==> config.mk <==
export PLATFORM = sky130hd
export DESIGN_NAME = tbtc_top
export DESIGN_NICKNAME = d
export VERILOG_FILES = /design/src/rtl/tbtc_pkg.sv /design/src/rtl/tbtc_tick_src.sv /design/src/rtl/tbtc_prescaler.sv /design/src/rtl/tbtc_top.sv
export VERILOG_INCLUDE_DIRS = /design/src /design/src/rtl
export SDC_FILE = /design/constraint.sdc
export NUM_CORES = 1
export LEC_CHECK = 0
export CAP_MARGIN = 10
export CORE_MARGIN = 3
export CORE_UTILIZATION = 50
export CTS_CLUSTER_SIZE = 14
export DETAILED_ROUTE_END_ITERATION = 7
export DONT_BUFFER_PORTS = 1
export HOLD_SLACK_MARGIN = 0.03
export PLACE_DENSITY = 0.74
export RECOVER_POWER = 100
export SLEW_MARGIN = 20
export SYNTH_ARGS = -nofsm -noshare
export SYNTH_HDL_FRONTEND = slang
export SYNTH_SLANG_ARGS = --single-unit
export TNS_END_PERCENT = 100
==> constraint.sdc <==
create_clock -name clk -period 5.8 [get_ports clk]
set_input_delay 0.58 -clock clk [delete_from_list [all_inputs] [get_ports clk]]
set_output_delay 0.58 -clock clk [all_outputs]
set_load 0.02 [all_outputs]
==> src/rtl/tbtc_map.svh <==
/*
 Offsets, field positions, reset values and response codes of the
 timer control block. Assumes inclusion by bare name from rtl/.
*/
`ifndef TBTC_MAP_SVH
`define TBTC_MAP_SVH

// ==========================================================
// register offsets (byte addresses)
`define TBTC_OFS_EVEN 8'h00
`define TBTC_OFS_ODD 8'h04
`define TBTC_OFS_STAT 8'h08

// ==========================================================
// timer_control field positions
`define TBTC_BIT_ON 15
`define TBTC_BIT_STOP_IN_IDLE 13
`define TBTC_BIT_GATE 7
`define TBTC_PS_HI 6
`define TBTC_PS_LO 4
`define TBTC_BIT_PAIR 3
`define TBTC_BIT_SRC 1

// ==========================================================
// status field positions
`define TBTC_ST_RUN_LO 0
`define TBTC_ST_RUN_HI 1
`define TBTC_ST_PAIR 2

// ==========================================================
// reset values and implemented-bit masks
`define TBTC_CTRL_RESET 16'h0000
`define TBTC_MASK_EVEN 16'hA0FA
`define TBTC_MASK_ODD 16'hA0F2

// ==========================================================
// prescale terminal counts (divisor minus one)
`define TBTC_PS_TC1 8'h00
`define TBTC_PS_TC2 8'h01
`define TBTC_PS_TC4 8'h03
`define TBTC_PS_TC8 8'h07
`define TBTC_PS_TC16 8'h0F
`define TBTC_PS_TC32 8'h1F
`define TBTC_PS_TC64 8'h3F
`define TBTC_PS_TC256 8'hFF

// ==========================================================
// bus responses
`define TBTC_RESP_OKAY 2'h0
`define TBTC_RESP_SLVERR 2'h2

`endif

==> src/rtl/tbtc_pkg.sv <==
/*
 Types and shared helpers of the timer control block.
 Assumes tbtc_map.svh is on the include path.
*/
`include "tbtc_map.svh"

package tbtc_pkg;

    typedef enum logic {TBTC_WR_COLLECT, TBTC_WR_RESP} tbtc_wr_state_t;
    typedef enum logic {TBTC_RD_IDLE, TBTC_RD_VALID} tbtc_rd_state_t;

    // divisor minus one for each prescale code
    function automatic logic [7:0] tbtc_ps_limit(input logic [2:0] sel);
        case (sel)
            3'h0: tbtc_ps_limit = `TBTC_PS_TC1;
            3'h1: tbtc_ps_limit = `TBTC_PS_TC2;
            3'h2: tbtc_ps_limit = `TBTC_PS_TC4;
            3'h3: tbtc_ps_limit = `TBTC_PS_TC8;
            3'h4: tbtc_ps_limit = `TBTC_PS_TC16;
            3'h5: tbtc_ps_limit = `TBTC_PS_TC32;
            3'h6: tbtc_ps_limit = `TBTC_PS_TC64;
            default: tbtc_ps_limit = `TBTC_PS_TC256;
        endcase
    endfunction

    // gate bit reads zero while the external source is selected
    function automatic logic [31:0] tbtc_readback(input logic [15:0] ctrl);
        logic [15:0] v;
        v = ctrl;
        if (ctrl[`TBTC_BIT_SRC]) begin
            v[`TBTC_BIT_GATE] = 1'b0;
        end
        tbtc_readback = {16'h0000, v};
    endfunction

    // byte-lane write limited to implemented bits
    function automatic logic [15:0] tbtc_merge(input logic [15:0] old,
        input logic [31:0] data, input logic [3:0] strb, input logic [15:0] mask);
        logic [15:0] v;
        v = old;
        if (strb[0]) begin
            v[7:0] = data[7:0];
        end
        if (strb[1]) begin
            v[15:8] = data[15:8];
        end
        tbtc_merge = v & mask;
    endfunction

endpackage

==> src/rtl/tbtc_tick_src.sv <==
/*
 Count-source selector for one timer: internal bus clock, optionally
 gated, or rising edges of the external clock input.
 Assumes ext_clk and gate_in are synchronous to clk.
*/
`timescale 1ns/10ps
`default_nettype none

module tbtc_tick_src
    import tbtc_pkg::*;
(
    input wire logic clk,
    input wire logic rst_n,
    input wire logic src_sel,
    input wire logic gate_en,
    input wire logic ext_clk,
    input wire logic gate_in,
    output logic tick
);

    logic ext_prev;
    logic next_ext_prev;

    always_comb begin
        next_ext_prev = ext_clk;
        if (src_sel) begin
            tick = ext_clk & ~ext_prev; // [RULE12]
        end else if (gate_en) begin
            tick = gate_in; // [RULE4]
        end else begin
            tick = 1'b1;
        end
    end

    always_ff @(posedge clk or negedge rst_n) begin
        if (!rst_n) begin
            ext_prev <= 1'b0;
        end else begin
            ext_prev <= next_ext_prev;
        end
    end

endmodule

`default_nettype wire

==> src/rtl/tbtc_prescaler.sv <==
/*
 Input prescaler for one timer: passes one tick in every 1..256.
 Assumes tick_in is a one-cycle enable in the clk domain.
*/
`timescale 1ns/10ps
`default_nettype none

module tbtc_prescaler
    import tbtc_pkg::*;
(
    input wire logic clk,
    input wire logic rst_n,
    input wire logic run,
    input wire logic [2:0] sel,
    input wire logic tick_in,
    output logic tick_out
);

    logic [7:0] count;
    logic [7:0] next_count;
    logic next_tick_out;

    always_comb begin
        next_count = count;
        next_tick_out = 1'b0;
        // cleared while stopped so a restart begins a full period
        if (!run) begin
            next_count = 8'h00;
        end else if (tick_in) begin
            if (count >= tbtc_ps_limit(sel)) begin // [RULE5]
                next_count = 8'h00;
                next_tick_out = 1'b1;
            end else begin
                next_count = count + 8'h01;
            end
        end
    end

    always_ff @(posedge clk or negedge rst_n) begin
        if (!rst_n) begin
            count <= 8'h00;
            tick_out <= 1'b0;
        end else begin
            count <= next_count;
            tick_out <= next_tick_out;
        end
    end

endmodule

`default_nettype wire

==> src/rtl/tbtc_top.sv <==
/*
 Control logic of an even/odd pair of 16-bit timers: two control
 registers and a status register behind an AXI4-Lite slave, source
 select, gating, prescaling, idle stop and 32-bit pairing.
 Assumes all inputs synchronous to clk; the count datapath consumes
 tick_lo, tick_hi and pair_mode.
*/
// Our own choices: the AXI4-Lite interface to the registers and the placing of the registers.
// Contract
// [RULE1] A timer counts only while its enable bit is set.
// [RULE2] With stop-in-idle set the timer halts in idle, otherwise it keeps running.
// [RULE3] With the external source selected the gate bit is ignored and reads zero.
// [RULE4] With the internal source, the gate bit turns gated accumulation on or off.
// [RULE5] The prescale field divides by 1, 2, 4, 8, 16, 32, 64 or 256.
// [RULE6] The pairing bit exists only on the even timer.
// [RULE7] In pair mode the odd timer's enable, gate, prescale and source bits are ignored.
// [RULE8] Software clears the odd stop-in-idle bit for a pair to run in idle.
// [RULE9] Software avoids register access in the cycle after clearing enable at 1:1.
// [RULE10] Unimplemented control bits read as zero.
// [RULE11] Pairing cascades the even timer (low half) with the odd one.
// [RULE12] Source select picks the external clock when set, the bus clock when clear.
`timescale 1ns/10ps
`default_nettype none

module tbtc_top
    import tbtc_pkg::*;
(
    input wire logic clk,
    input wire logic rst_n,
    input wire logic [7:0] s_axi_awaddr,
    input wire logic s_axi_awvalid,
    output logic s_axi_awready,
    input wire logic [31:0] s_axi_wdata,
    input wire logic [3:0] s_axi_wstrb,
    input wire logic s_axi_wvalid,
    output logic s_axi_wready,
    output logic [1:0] s_axi_bresp,
    output logic s_axi_bvalid,
    input wire logic s_axi_bready,
    input wire logic [7:0] s_axi_araddr,
    input wire logic s_axi_arvalid,
    output logic s_axi_arready,
    output logic [31:0] s_axi_rdata,
    output logic [1:0] s_axi_rresp,
    output logic s_axi_rvalid,
    input wire logic s_axi_rready,
    input wire logic idle_mode,
    input wire logic ext_clk_lo,
    input wire logic ext_clk_hi,
    input wire logic gate_lo,
    input wire logic gate_hi,
    output logic tick_lo,
    output logic tick_hi,
    output logic pair_mode
);

    // ==========================================================
    // write channel and control registers
    tbtc_wr_state_t wr_state, next_wr_state;
    logic aw_got, next_aw_got, w_got, next_w_got;
    logic [7:0] wr_addr, next_wr_addr;
    logic [31:0] wr_data, next_wr_data;
    logic [3:0] wr_strb, next_wr_strb;
    logic next_awready, next_wready, next_bvalid;
    logic [1:0] next_bresp;
    logic [15:0] ctrl_even, next_ctrl_even, ctrl_odd, next_ctrl_odd;
    logic aw_hs, w_hs;

    assign aw_hs = s_axi_awvalid & s_axi_awready;
    assign w_hs = s_axi_wvalid & s_axi_wready;

    always_comb begin
        next_wr_state = wr_state;
        next_aw_got = aw_got | aw_hs;
        next_w_got = w_got | w_hs;
        next_wr_addr = aw_hs ? s_axi_awaddr : wr_addr;
        next_wr_data = w_hs ? s_axi_wdata : wr_data;
        next_wr_strb = w_hs ? s_axi_wstrb : wr_strb;
        next_bvalid = s_axi_bvalid;
        next_bresp = s_axi_bresp;
        next_ctrl_even = ctrl_even;
        next_ctrl_odd = ctrl_odd;
        case (wr_state)
            TBTC_WR_COLLECT: begin
                if (next_aw_got && next_w_got) begin
                    next_bvalid = 1'b1;
                    next_bresp = `TBTC_RESP_OKAY;
                    next_aw_got = 1'b0;
                    next_w_got = 1'b0;
                    next_wr_state = TBTC_WR_RESP;
                    if (next_wr_addr == `TBTC_OFS_EVEN) begin
                        next_ctrl_even = tbtc_merge(ctrl_even, next_wr_data,
                            next_wr_strb, `TBTC_MASK_EVEN); // [RULE10]
                    end else if (next_wr_addr == `TBTC_OFS_ODD) begin
                        // odd timer has no pairing bit
                        next_ctrl_odd = tbtc_merge(ctrl_odd, next_wr_data,
                            next_wr_strb, `TBTC_MASK_ODD); // [RULE6]
                    end else if (next_wr_addr != `TBTC_OFS_STAT) begin
                        next_bresp = `TBTC_RESP_SLVERR;
                    end
                end
            end
            TBTC_WR_RESP: begin
                if (s_axi_bready) begin
                    next_bvalid = 1'b0;
                    next_wr_state = TBTC_WR_COLLECT;
                end
            end
            default: begin
                next_wr_state = TBTC_WR_COLLECT;
            end
        endcase
        next_awready = (next_wr_state == TBTC_WR_COLLECT) && !next_aw_got;
        next_wready = (next_wr_state == TBTC_WR_COLLECT) && !next_w_got;
    end

    always_ff @(posedge clk or negedge rst_n) begin
        if (!rst_n) begin
            wr_state <= TBTC_WR_COLLECT;
            aw_got <= 1'b0;
            w_got <= 1'b0;
            wr_addr <= 8'h00;
            wr_data <= 32'h00000000;
            wr_strb <= 4'h0;
            s_axi_awready <= 1'b1;
            s_axi_wready <= 1'b1;
            s_axi_bvalid <= 1'b0;
            s_axi_bresp <= `TBTC_RESP_OKAY;
            ctrl_even <= `TBTC_CTRL_RESET;
            ctrl_odd <= `TBTC_CTRL_RESET;
        end else begin
            wr_state <= next_wr_state;
            aw_got <= next_aw_got;
            w_got <= next_w_got;
            wr_addr <= next_wr_addr;
            wr_data <= next_wr_data;
            wr_strb <= next_wr_strb;
            s_axi_awready <= next_awready;
            s_axi_wready <= next_wready;
            s_axi_bvalid <= next_bvalid;
            s_axi_bresp <= next_bresp;
            ctrl_even <= next_ctrl_even;
            ctrl_odd <= next_ctrl_odd;
        end
    end

    // ==========================================================
    // effective settings and count path
    logic paired, run_lo, run_hi, idle_stop_lo, idle_stop_hi;
    logic src_hi, gate_en_hi, src_tick_lo, src_tick_hi;
    logic [2:0] ps_hi;

    assign paired = ctrl_even[`TBTC_BIT_PAIR];
    // a pair stops in idle if either half asks for it
    assign idle_stop_lo = idle_mode & (ctrl_even[`TBTC_BIT_STOP_IN_IDLE]
        | (paired & ctrl_odd[`TBTC_BIT_STOP_IN_IDLE])); // [RULE2] [RULE8]
    assign idle_stop_hi = idle_mode & ctrl_odd[`TBTC_BIT_STOP_IN_IDLE]; // [RULE2]
    assign run_lo = ctrl_even[`TBTC_BIT_ON] & ~idle_stop_lo; // [RULE1]
    // high half advances on the low half's carry in the datapath
    assign run_hi = ~paired & ctrl_odd[`TBTC_BIT_ON] & ~idle_stop_hi; // [RULE1] [RULE7]
    assign src_hi = ctrl_odd[`TBTC_BIT_SRC];
    assign gate_en_hi = ctrl_odd[`TBTC_BIT_GATE];
    assign ps_hi = ctrl_odd[`TBTC_PS_HI:`TBTC_PS_LO];

    tbtc_tick_src u_src_lo (
        .clk(clk),
        .rst_n(rst_n),
        .src_sel(ctrl_even[`TBTC_BIT_SRC]),
        .gate_en(ctrl_even[`TBTC_BIT_GATE]),
        .ext_clk(ext_clk_lo),
        .gate_in(gate_lo),
        .tick(src_tick_lo)
    );

    tbtc_tick_src u_src_hi (
        .clk(clk),
        .rst_n(rst_n),
        .src_sel(src_hi),
        .gate_en(gate_en_hi),
        .ext_clk(ext_clk_hi),
        .gate_in(gate_hi),
        .tick(src_tick_hi)
    );

    tbtc_prescaler u_ps_lo (
        .clk(clk),
        .rst_n(rst_n),
        .run(run_lo),
        .sel(ctrl_even[`TBTC_PS_HI:`TBTC_PS_LO]),
        .tick_in(src_tick_lo),
        .tick_out(tick_lo)
    );

    tbtc_prescaler u_ps_hi (
        .clk(clk),
        .rst_n(rst_n),
        .run(run_hi),
        .sel(ps_hi),
        .tick_in(src_tick_hi),
        .tick_out(tick_hi)
    );

    // ==========================================================
    // status and pairing output
    logic [2:0] status, next_status;
    logic next_pair_mode;

    always_comb begin
        next_status = 3'h0;
        next_status[`TBTC_ST_RUN_LO] = run_lo;
        next_status[`TBTC_ST_RUN_HI] = run_hi;
        next_status[`TBTC_ST_PAIR] = paired;
        next_pair_mode = paired; // [RULE11]
    end

    always_ff @(posedge clk or negedge rst_n) begin
        if (!rst_n) begin
            status <= 3'h0;
            pair_mode <= 1'b0;
        end else begin
            status <= next_status;
            pair_mode <= next_pair_mode;
        end
    end

    // ==========================================================
    // read channel
    tbtc_rd_state_t rd_state, next_rd_state;
    logic [31:0] next_rdata, rd_even, rd_odd;
    logic [1:0] next_rresp;
    logic next_rvalid, next_arready;

    assign rd_even = tbtc_readback(ctrl_even); // [RULE3]
    assign rd_odd = tbtc_readback(ctrl_odd); // [RULE3]

    always_comb begin
        next_rd_state = rd_state;
        next_rdata = s_axi_rdata;
        next_rresp = s_axi_rresp;
        next_rvalid = s_axi_rvalid;
        case (rd_state)
            TBTC_RD_IDLE: begin
                if (s_axi_arvalid) begin
                    next_rd_state = TBTC_RD_VALID;
                    next_rvalid = 1'b1;
                    next_rresp = `TBTC_RESP_OKAY;
                    if (s_axi_araddr == `TBTC_OFS_EVEN) begin
                        next_rdata = rd_even;
                    end else if (s_axi_araddr == `TBTC_OFS_ODD) begin
                        next_rdata = rd_odd;
                    end else if (s_axi_araddr == `TBTC_OFS_STAT) begin
                        next_rdata = {29'h00000000, status};
                    end else begin
                        next_rdata = 32'h00000000;
                        next_rresp = `TBTC_RESP_SLVERR;
                    end
                end
            end
            TBTC_RD_VALID: begin
                if (s_axi_rready) begin
                    next_rvalid = 1'b0;
                    next_rd_state = TBTC_RD_IDLE;
                end
            end
            default: begin
                next_rd_state = TBTC_RD_IDLE;
            end
        endcase
        next_arready = (next_rd_state == TBTC_RD_IDLE);
    end

    always_ff @(posedge clk or negedge rst_n) begin
        if (!rst_n) begin
            rd_state <= TBTC_RD_IDLE;
            s_axi_arready <= 1'b1;
            s_axi_rvalid <= 1'b0;
            s_axi_rdata <= 32'h00000000;
            s_axi_rresp <= `TBTC_RESP_OKAY;
        end else begin
            rd_state <= next_rd_state;
            s_axi_arready <= next_arready;
            s_axi_rvalid <= next_rvalid;
            s_axi_rdata <= next_rdata;
            s_axi_rresp <= next_rresp;
        end
    end
endmodule

`default_nettype wire

======== After elaboration in Yosys (flattened, before gate mapping) ========
Cells that the tools add are included.
cells by class
  add/subtract/negate cells ............... 2
  $lt $le $gt $ge ......................... 2
  eq/ne operators ......................... 22
  muxes and demuxes ....................... 52
  bitwise gates (word level) .............. 23
  reduce and logical (&&, ||, !) cells .... 17
operators by type and width
  operator             number
  $pmux 8 s7           2
  $mux 8               11
  $mux 16              3
  $mux 1               24
  $eq 3x3->1 const B   6
  $add 8x1->8 const B  2
  $eq 8x3->1 const B   2
  $ge 8x8->1           2
  $logic_not 8->1      2
  $mux 2               7
  $eq 3x2->1 const B   4
  $ne 2x2->1 const B   6
  $and 1x1->1          10
  $not 1->1            10
  $reduce_and 5->1     2
  $eq 8x4->1 const B   1
  $ne 8x4->1 const B   1
  $pmux 1 s2           4
  $reduce_and 2->1     4
  $reduce_and 4->1     2
  $eq 3x1->1 const B   2
  $logic_not 3->1      2
  $logic_and 1x1->1    3
  $mux 3               1
  other kinds (2)      5
storage, ports and cells
  flip-flop bits (word level) ............. 110
  bits of input ports ..................... 64
  output and inout port bits .............. 44
  word-level logic and storage cells ...... 146

======== Logic depth before layout (Yosys ltp) ========
Gate-level depths: netlist (run 1).
  depth in word-level cells ............... 10
  gate-level depth with buffers ........... 9
  mapped depth without buffers ............ 7

======== By module ========
From an unflattened synthesis (run 1), not the netlist that was laid out.
second synthesis, totals
  cell total of the unflattened synthesis .. 359
  area total of the unflattened synthesis .. 4006.3 µm²
by module, submodules not included
  module                    times used  cells an instance  area each (µm²)  seq. area each (µm²)
  tbtc_top                  1           199                2499.9           1430.1
  tbtc_prescaler (u_ps_hi)  1           75                 710.7            225.2
  tbtc_prescaler (u_ps_lo)  1           77                 695.7            225.2
  tbtc_tick_src             2           4                  50.0             25.0

======== Worst setup path before layout (run 1) ========
No wires, ideal clock.
  path type ............................... register -> register
  from .................................... register ctrl_odd[6]
  to ...................................... register u_ps_hi.count[7]
  arrival ................................. 2.446 ns
  required time ........................... 5.715 ns
  slack ................................... 3.269 ns
  cell stages (with the launch flop) ...... 9
  path buffers ............................ 1
  clock period less this slack ............ 2.531 ns
  cells stage by stage .................... dfrtp_1 -> clkbuf_1 -> or3_1 -> ha_1 -> nand2b_1 -> a2111o_1 -> a31oi_1 -> or4b_1 -> a31oi_1
between the ends
  cells in the longest elaborated chain, start to end .. 8
ends and longest elaborated chain
  what                                RTL line              source
  from (decl)                         tbtc_top.sv:66        logic [15:0] ctrl_even, next_ctrl_even, ctrl_odd, next_ctrl_odd;
  from (signal assigned)              tbtc_top.sv:130       ctrl_odd <= `TBTC_CTRL_RESET;
  from (signal assigned)              tbtc_top.sv:143       ctrl_odd <= next_ctrl_odd;
  $eq 3x3->1 (tied with other cells)  tbtc_pkg.sv:14        case (sel)
  $pmux 8 s7 (*)                      tbtc_pkg.sv:14
  $mux 8 (*)                          tbtc_prescaler.sv:29  end else if (tick_in) begin
  $mux 8 (*)                          tbtc_prescaler.sv:27  if (!run) begin
  $ge 8x8->1 (*)                      tbtc_prescaler.sv:30  if (count >= tbtc_ps_limit(sel)) begin
  $mux 8 (*)                          tbtc_prescaler.sv:30
  $mux 8 (*)                          tbtc_prescaler.sv:29
  $mux 8 (*)                          tbtc_prescaler.sv:27
  to (signal assigned)                tbtc_prescaler.sv:44  count <= next_count;
  to (decl)                           tbtc_prescaler.sv:19  logic [7:0] count;
Every way passes the cells marked *; elsewhere a longest branch is shown, timed or not. The select of a mux whose other input is x is not followed.
A chain may end at the register's enable or synchronous reset.

==> results.toml, run 1 <==
[layout]
register_area_um2 = 1930
drive_gt1_share_pct = 6.63
area_delta_synth_final_pct = 3.77
nFillCells = 660
multi_input_area_um2 = 1790
final_nets = 469

[routing]
drt_iter0_markers = 116
final_antenna_net_count = 0
vias_per_cell = 5.54
drt-total-wl_um = 7800
drcViolationCount = 0
firstDrtPassIters = 4
num_vias = 2731
wl_per_cell_um = 15.8

[cts]
cts_setup_buffers = 0
clk_pin_slew_ps = 70
clk_path_buf_depth = 2
clk-insertion-delay-late_ps = 350
cts_tree = "yes"
cts_buffers = 9
cts_root_buf = "clkbuf_8"
cts-htree-levels = 3
clock-sinks = 77

[pwr]
seq_power_share_pct = 50.5
p_total_mw = 1.44
power_density_nw_per_um2 = 348
combPwrFrac_pct = 19.4
power_leakage_nw = 1.83
p_int_uw = 998
netSwitchingFraction_pct = 30.6
ir_drop_mv = 0.226
switchingPower_uw = 441
clockPowerShare_pct = 30.1

[critical_path]
cp.buffers_inverters = 1
path_delay_family = "buffers and inverters"
critPathKind = "input port to asynchronous set/reset pin"
cp_num_cells = 1
reg2regPathDepth = 7
worst-endpoint-arrival_ps = 3290
critPathMaxStageDelay_ps = 2670
crit_path_max_fanout = 74
cp_data_required_time_ps = 5380
reg2reg_from = "ctrl_odd[6]"
crit_path_start = "rst_n"
cp-start-kind = "input port"
cp_slowest_cell = "clkbuf_1"
worst_setup_path_end_kind = "asynchronous set/reset pin"
worstPathCellList = "clkbuf_1"
r2r_slack_ps = 2520

[floorplan]
die_area_um2 = 9070
rows = 31
die_w_um = 95.2
initial_core_util_pct = 53.2
fp.dieH_um = 95.2
core-area_um2 = 7490
ios = 108

[sta]
setup_viol = 0
grt_setup_unrepaired = "no"
worstMarginPinSlew_ps = 3850
fmax_mhz = 269
tns_ps = 0
finalCriticalPeriod_ps = 3720
period_share_pct = 64.1
clock_skew_ps = 9.28
finalMaxSlewViolations = 75
slew_headroom_pct = -157
hold_viol = 0

[logic_synthesis]
synthDistinctLibCells = 42
synthArstFlopShare_pct = 100
yosysTopAreaCellShare_pct = 46.5
synth_edf_count = 0
synth_most_common_cell = "dfrtp_1"
syn_area_um2 = 3980
synth_seq_area_share_pct = 48.5
synth_top_area_cell = "dfrtp_1"
synthCells = 385
synth_common_cells = "dfrtp_1 (74), nand2_1 (54), buf_4 (25)"
ys.flop_type = "dfrtp_1"
ys_warn_count = 0
synth_area_leaders = "dfrtp_1 (46%), ha_1 (5.7%), nand2_1 (5.1%)"
ys_ff_latch = 77
avgSynthCellArea_um2 = 10.3

[global_route]
grt_pass1_vias = 2780
grt_max_degree = 75
grt_pass1_wl_um = 12600
antenna_found_initial = 1
grt_overflow = 0
track_usage_pct = 18.5

[status]
violations = "capacitance limit, slew limit"
status = "complete, but fails checks"

[placement]
post-dp-hpwl_um = 5400
port_buffers = 0
place.gp.congestion = 0.771

[flow_run]
drv_cap = 1

[hold_path]
min_path_type = "input port to asynchronous set/reset pin"
## layer usage
metal	share of wire (%)	global-route usage (%)
met2	47	29.7
met5	0.15	0
met1	40	21.7
met3	11	8.60
met4	1.3	6.73
## per-stage QoR
stage | instance area, µm² | std cells | hold WS [ps] | setup WS, ps | util (%)
after floorplan | 4070 | 408 | 284 | 3270 | -
after global placement | 3960 | 473 | 286 | 2650 | 52.9
after detailed placement | 3960 | 473 | 286 | 2550 | 52.9
after CTS | 4200 | 490 | 44.3 | 2530 | 56.1
after global routing | 4130 | 491 | 37.0 | 1270 | 55.1
final | 4130 | 493 | 65.9 | 2080 | 55.2
## path summary, 6_finish.rpt
path | to
setup / recovery | u_ps_hi.count[4]
hold / removal | s_axi_awready
setup reg to reg | u_ps_hi.count[6]
hold reg to reg | pair_mode
max in group clk | u_ps_hi.count[6]
min in group clk | u_src_hi.ext_prev
## cells by family after synthesis
group	share of synthesized area (%)
AO/OA/AOI/OAI	8.92
buffers and inverters	7.26
flip-flops	48.5
adder cells (fa/ha/maj)	5.66
AND/OR/NAND/NOR	17.8
other	0.0942
multiplexers	11.7
## layout by cell type, fill, tap and decap left out, types with 4 or more instances in the layout
cell type,netlist,layout
nand2_1,54,55
clkbuf_1,8,4
a21oi_1,21,21
inv_1,15,15
a31oi_1,13,13
mux2_2,14,6
or4_1,4,4
o21ai_0,17,19
dfrtp_1,74,74
nor3_1,9,9
nor2_1,17,17
nand2b_1,5,5
nand3_1,18,18
mux2i_1,10,10
clkbuf_8,0,9
nor2b_1,7,7
conb_1,1,24
ha_1,18,18
or4b_1,4,4
or2_2,4,4
mux2_1,4,23
## power groups by stage
stage          Sequential, mW  Clock [mW]  Combinational, mW
5_1_grt                 0.740       0.470              0.317
4_1_cts                 0.733       0.442              0.303
2_1_floorplan           0.721           0              0.260
3_5_place_dp            0.743           0              0.288
3_3_place_gp            0.737           0              0.277
6_report                0.726       0.434              0.278
## final cells by class
| type | instances | share of cell area [%] |
|---|---|---|
| antenna | 2 | 0.121 |
| clock buffer | 12 | 3.27 |
| clock inverter | 4 | 1.76 |
| inverter | 16 | 1.45 |
| multi-input combinational | 281 | 43.4 |
| sequential | 77 | 46.7 |
| tap | 99 | 3.00 |
| timing repair buffer | 2 | 0.333 |
## sequential cells by signal, summed over array words and instances (netlist names), 2 cells and up
signal         cells
s_axi_rdata       10
ctrl_even          8
u_ps_hi.count      8
u_ps_lo.count      8
wr_addr            8
wr_data            8
ctrl_odd           7
status             2
wr_strb            2
## timing repair
item	CTS	global route
endpoints found under the hold margin	74	1
gates resized for setup	0	0
hold buffers	1	1
(Power assumes the default switching activity.)
==> run 2, diff against run 1 <==
--- a/config.mk
+++ b/config.mk
@@ -13,7 +13,7 @@
 export DETAILED_ROUTE_END_ITERATION = 7
 export DONT_BUFFER_PORTS = 1
 export HOLD_SLACK_MARGIN = 0.03
-export PLACE_DENSITY = 0.74
+export PLACE_DENSITY = 0.77
 export RECOVER_POWER = 100
 export SLEW_MARGIN = 20
 export SYNTH_ARGS = -nofsm -noshare
==> constraint.sdc (replaced) <==
create_clock -name clk -period 3.4 [get_ports clk]
set_input_delay 0.34 -clock clk [delete_from_list [all_inputs] [get_ports clk]]
set_output_delay 0.34 -clock clk [all_outputs]
set_load 0.02 [all_outputs]
==> run 2 against run 1 <==
  * The flow still finishes with violations (capacitance limit, slew limit)
  * Die area is the same
  * Register-to-register slack lost 2100 ps
  * Sequential share of layout area fell by 0.53 points
  * Via count is 0.48% lower
  * Sequential power is 71% higher
  * Clock power increased by 79%
  * Power grew 75%
  * Count of clock-buffer cells in the layout up 1
  * Cell count increased by 0.61%
==> results.toml, run 2 (synthesis results as in run 1) <==
[layout]
num_antenna_cells = 0
final_nets = 474
largest_reg_flops = 10
final_common_cell = "dfrtp_1"
area_delta_synth_final_pct = 4.96
drive_gt1_share_pct = 7.05
final_cells = 496
multi_input_area_um2 = 1790
final_cell_mix = "dfrtp_1 (74), nand2_1 (55), conb_1 (24)"
nFillCells = 648
max_flop_register = "s_axi_rdata"
register_area_um2 = 1930

[sta]
period_share_pct = 86.8
slew_headroom_pct = -24.3
setup_viol = 0
finalCriticalPeriod_ps = 2950
grt_setup_unrepaired = "no"
finalMaxSlewViolations = 78
worstMarginPinSlew_ps = 1860
hold_viol = 0
tns_ps = 0
fmax_mhz = 339
clock_skew_ps = 9.59

[hold_path]
min_path_type = "input port to register"
hold_start = "s_axi_rready"

[routing]
drcViolationCount = 0
firstDrtPassIters = 4
num_vias = 2718
drt_iter0_markers = 133
wl_per_cell_um = 15.1
drt-total-wl_um = 7510
final_antenna_net_count = 0
vias_per_cell = 5.48

[pwr]
power_density_nw_per_um2 = 601
ir_drop_mv = 0.399
power_leakage_nw = 1.86

[placement]
dp_cells = 476
place.gp.congestion = 0.787
post-dp-hpwl_um = 5340
port_buffers = 0

[cts]
cts_root_buf = "clkbuf_8"
cts_setup_buffers = 0
cts_buffers = 9
clock-sinks = 77
post_cts_resized = 0
clk-insertion-delay-late_ps = 340
cts_tree = "yes"
cts-htree-levels = 3
clk_path_buf_depth = 2
clk_pin_slew_ps = 80

[critical_path]
crit_path_start = "ctrl_even[4]"
worstPathCellList = "or3_1, ha_1, nand2b_1, a2111o_1, a21oi_1, clkbuf_1, or4b_1, a31oi_1"
worst_setup_path_end_kind = "register"
cp-start-kind = "register"
worst-endpoint-arrival_ps = 3210
cp_slowest_cell = "or4b_1"
critPathKind = "register to register"
critPathMaxStageDelay_ps = 480
reg2reg_from = "ctrl_even[4]"
r2r_slack_ps = 450
crit_path_max_fanout = 14
cp_data_required_time_ps = 3660

[global_route]
use_met1_pct = 21.7
grt_pass1_vias = 2594
grt_max_degree = 78
antenna_found_initial = 0
track_usage_pct = 17.7
grt_pass1_wl_um = 12300
grt_busiest_layer = "met2"
grt_overflow = 0
met2_usage_pct = 29.5
use_met3_pct = 5.52

[floorplan]
core-area_um2 = 7490
ios = 108
die_w_um = 95.2
die_area_um2 = 9070
fp.dieH_um = 95.2
initial_core_util_pct = 53.2
rows = 31

[status]
violations = "capacitance limit, slew limit"
status = "complete, but fails checks"

[flow_run]
drv_cap = 1
run 2: changes by cell type in the layout (fill, tap and decap cells not counted), sizes merged:
| cell | previous run | this run |
|---|---|---|
| dlygate4sd3 | 1 | 3 |
| clkbuf | 13 | 17 |
| clkinvlp | 1 | 0 |
| diode | 2 | 0 |
run 2: worst max-delay path: cells and delay by family, from the launching register on:
family / cells / cell delay, ps
AO/OA/AOI/OAI: 3 / 690
adder cells (fa/ha/maj): 1 / 270
buffers and inverters: 1 / 440
flip-flops: 1 / 450
AND/OR/NAND/NOR: 3 / 1010
run 2: timing repair:
action	CTS	global route
endpoints found under the hold margin	79	0
hold buffers	4	0
setup endpoints to repair	0	0
run 2: per-stage QoR:
| step | hold slack [ps] | util, % | cell area, µm² | power, mW | setup WS [ps] |
|---|---|---|---|---|---|
| after floorplan | 44.4 | - | 4070 | 1.67 | 869 |
| after global placement | 46.6 | 53.3 | 3990 | 1.75 | 705 |
| after detailed placement | 46.5 | 53.3 | 3990 | 1.79 | 623 |
| after CTS | 81.5 | 57.1 | 4270 | 2.60 | 609 |
| after global routing | 92.4 | 55.8 | 4180 | 2.66 | 250 |
| final | 98.6 | 55.8 | 4180 | 2.51 | 450 |
run 2: per-layer routing:
metal	vias to the layer above	routed length, µm
li1	1317	-
met1	1295	3180
met2	94	3630
met3	12	609
met4	0	94
met5	-	0
run 2: power by group:
part | internal [mW] | total (mW) | switching [mW] | leakage [nW]
Sequential | 1.10 | 1.24 | 0.140 | 0.999
Clock | 0.456 | 0.778 | 0.322 | 0.114
Combinational | 0.193 | 0.492 | 0.299 | 0.743
Total | 1.75 | 2.51 | 0.761 | 1.86
run 2: layout make-up:
cell class	instances	area share, %
Sequential cell	77	46.2
Multi-Input combinational cell	281	42.9
Clock buffer	13	3.80
Tap cell	99	2.96
Clock inverter	3	1.65
Inverter	16	1.44
Timing Repair Buffer	7	1.11
run 2: final timing paths:
path	end	depth (start not counted)
worst max-delay path	u_ps_lo.count[7]	8
worst min-delay path	rd_state	1
worst max register to register	u_ps_lo.count[7]	8
worst min register to register	wr_strb[1]	2
max in group asynchronous	u_ps_hi.count[3]	2
min in group asynchronous	wr_state	2
==> run 3, diff against run 2 <==
==> constraint.sdc (replaced) <==
create_clock -name clk -period 3.4 [get_ports clk]
set_input_delay 0.34 -clock clk [delete_from_list [all_inputs] [get_ports clk]]
set_output_delay 0.34 -clock clk [all_outputs]
set_load 0.01 [all_outputs]
==> run 3 against run 2 <==
  * The run still ends with capacitance limit, slew limit left
  * Power decreased by 0.96%
  * Final area about the same
  * Core utilization is essentially flat
  * Wire length grew 2.0%
  * Global-route usage up 0.61 points
  * Sequential share of layout area barely moved
  * Clock power is 2% higher
  * Largest cell class unchanged
  * Largest power group unchanged
==> results.toml, run 3 (synthesis results as in run 1) <==
[critical_path]
critPathKind = "register to register"
cp-start-kind = "register"
worst-endpoint-arrival_ps = 3280
cp_data_required_time_ps = 3670
crit_path_max_fanout = 14
worst_setup_path_end_kind = "register"

[floorplan]
die_area_um2 = 9070
die_w_um = 95.2
ios = 108
rows = 31
initial_core_util_pct = 53.2
fp.dieH_um = 95.2
core-area_um2 = 7490

[cts]
cts_tree = "yes"
cts_buffers = 9
clk_pin_slew_ps = 80
clk-insertion-delay-late_ps = 360
clock-sinks = 77
cts-htree-levels = 3
cts_root_buf = "clkbuf_8"
post_cts_resized = 0
clk_path_buf_depth = 2

[sta]
hold_viol = 0
finalCriticalPeriod_ps = 3010
tns_ps = 0
grt_setup_unrepaired = "no"
setup_viol = 0
period_share_pct = 88.6
worstMarginPinSlew_ps = 1830
fin_ws_ps = 388
slew_headroom_pct = -22.0
finalMaxSlewViolations = 78
clock_skew_ps = 10.1
fmax_mhz = 332

[layout]
final_cells = 495
final_util_pct = 55.9
area_delta_synth_final_pct = 5.00
largest_reg_flops = 10
final_cell_mix = "dfrtp_1 (74), nand2_1 (55), conb_1 (24)"
max_flop_register = "s_axi_rdata"
final_nets = 473
drive_gt1_share_pct = 7.58
final_common_cell = "dfrtp_1"
nFillCells = 640
num_antenna_cells = 0

[pwr]
power_leakage_nw = 1.86
power_density_nw_per_um2 = 595
clockPowerShare_pct = 31.9
seq_power_share_pct = 48.9
ir_drop_mv = 0.369
p_int_mw = 1.75
p_total_mw = 2.49
switchingPower_uw = 740
netSwitchingFraction_pct = 29.8
combPwrFrac_pct = 19.2

[placement]
dp_cells = 475
place.gp.congestion = 0.791
port_buffers = 0
pre_cts_ws_ps = 632
post-dp-hpwl_um = 5440

[global_route]
track_usage_pct = 18.3
grt_pass1_wl_um = 12600
grt_pass1_vias = 2719
antenna_found_initial = 0
grt_overflow = 0
grt_max_degree = 78

[hold_path]
min_path_type = "input port to register"

[routing]
final_antenna_net_count = 0
drcViolationCount = 0
firstDrtPassIters = 4
drt_iter0_markers = 123
wl_per_cell_um = 15.5
drt-total-wl_um = 7660
vias_per_cell = 5.55
num_vias = 2745

[status]
status = "complete, but fails checks"
violations = "capacitance limit, slew limit"

[flow_run]
drv_cap = 1
run 3: cell count changes in the layout (fill, tap and decap cells not counted):
cell	previous run	this run
clkbuf_1	5	2
inv_6	0	1
clkinv_2	0	1
clkinv_4	1	0
clkinvlp_4	0	1
run 3: path summary, 6_finish.rpt:
check	from	cells after the start	slack (ps)	end
max in group asynchronous	rst_n	2	1290	u_ps_hi.count[4]
worst min-delay path	s_axi_rready	1	80	rd_state
min in group asynchronous	rst_n	2	1030	wr_data[13]
worst max-delay path	ctrl_even[5]	8	390	u_ps_lo.count[7]
worst max register to register	ctrl_even[5]	8	390	u_ps_lo.count[7]
worst min register to register	wr_strb[0]	2	510	wr_strb[0]
run 3: cell type report:
class                      count  area [µm²]  area share, %
tap                           99         124           2.96
inverter                      16        60.1           1.44
clock inverter                 5        81.3           1.94
clock buffer                  11         151           3.62
timing repair buffer           6        42.5           1.02
sequential                    77        1930           46.2
multi-input combinational    281        1790           42.8
run 3: layer usage:
layer / vias up / track usage [%] / part of all wire (%)
met5: - / 0 / 0
met4: 0 / 8.17 / 1.9
met3: 11 / 6.00 / 7.8
met2: 92 / 30.4 / 49
met1: 1323 / 21.5 / 41
li1: 1319 / - / -
run 3: repair_timing:
item,CTS,global route
hold buffers,4,0
setup buffers,0,0
endpoints found under the hold margin,79,0
run 3: power groups by stage:
stage	Clock, mW	Sequential (mW)	Combinational (mW)
5_1_grt	0.861	1.24	0.539
3_5_place_dp	0	1.25	0.501
4_1_cts	0.822	1.23	0.529
2_1_floorplan	0	1.21	0.431
3_3_place_gp	0	1.23	0.477
6_report	0.793	1.22	0.477
run 3: stage by stage:
step                      cell area, µm²  hold slack (ps)
after floorplan                     4070             44.4
after global placement              3980             46.6
after detailed placement            3980             46.4
after CTS                           4270             58.9
after global routing                4180             64.8
final                               4180             79.8
run 3: worst max-delay path, stage by stage, from the launching register on:
cell and delay (ps):
dfrtp_1 470, or3_1 380, ha_1 270, nand2b_1 140, a2111o_1 420, a21oi_1 140, clkbuf_1 460, or4b_1 490
a31oi_1 170
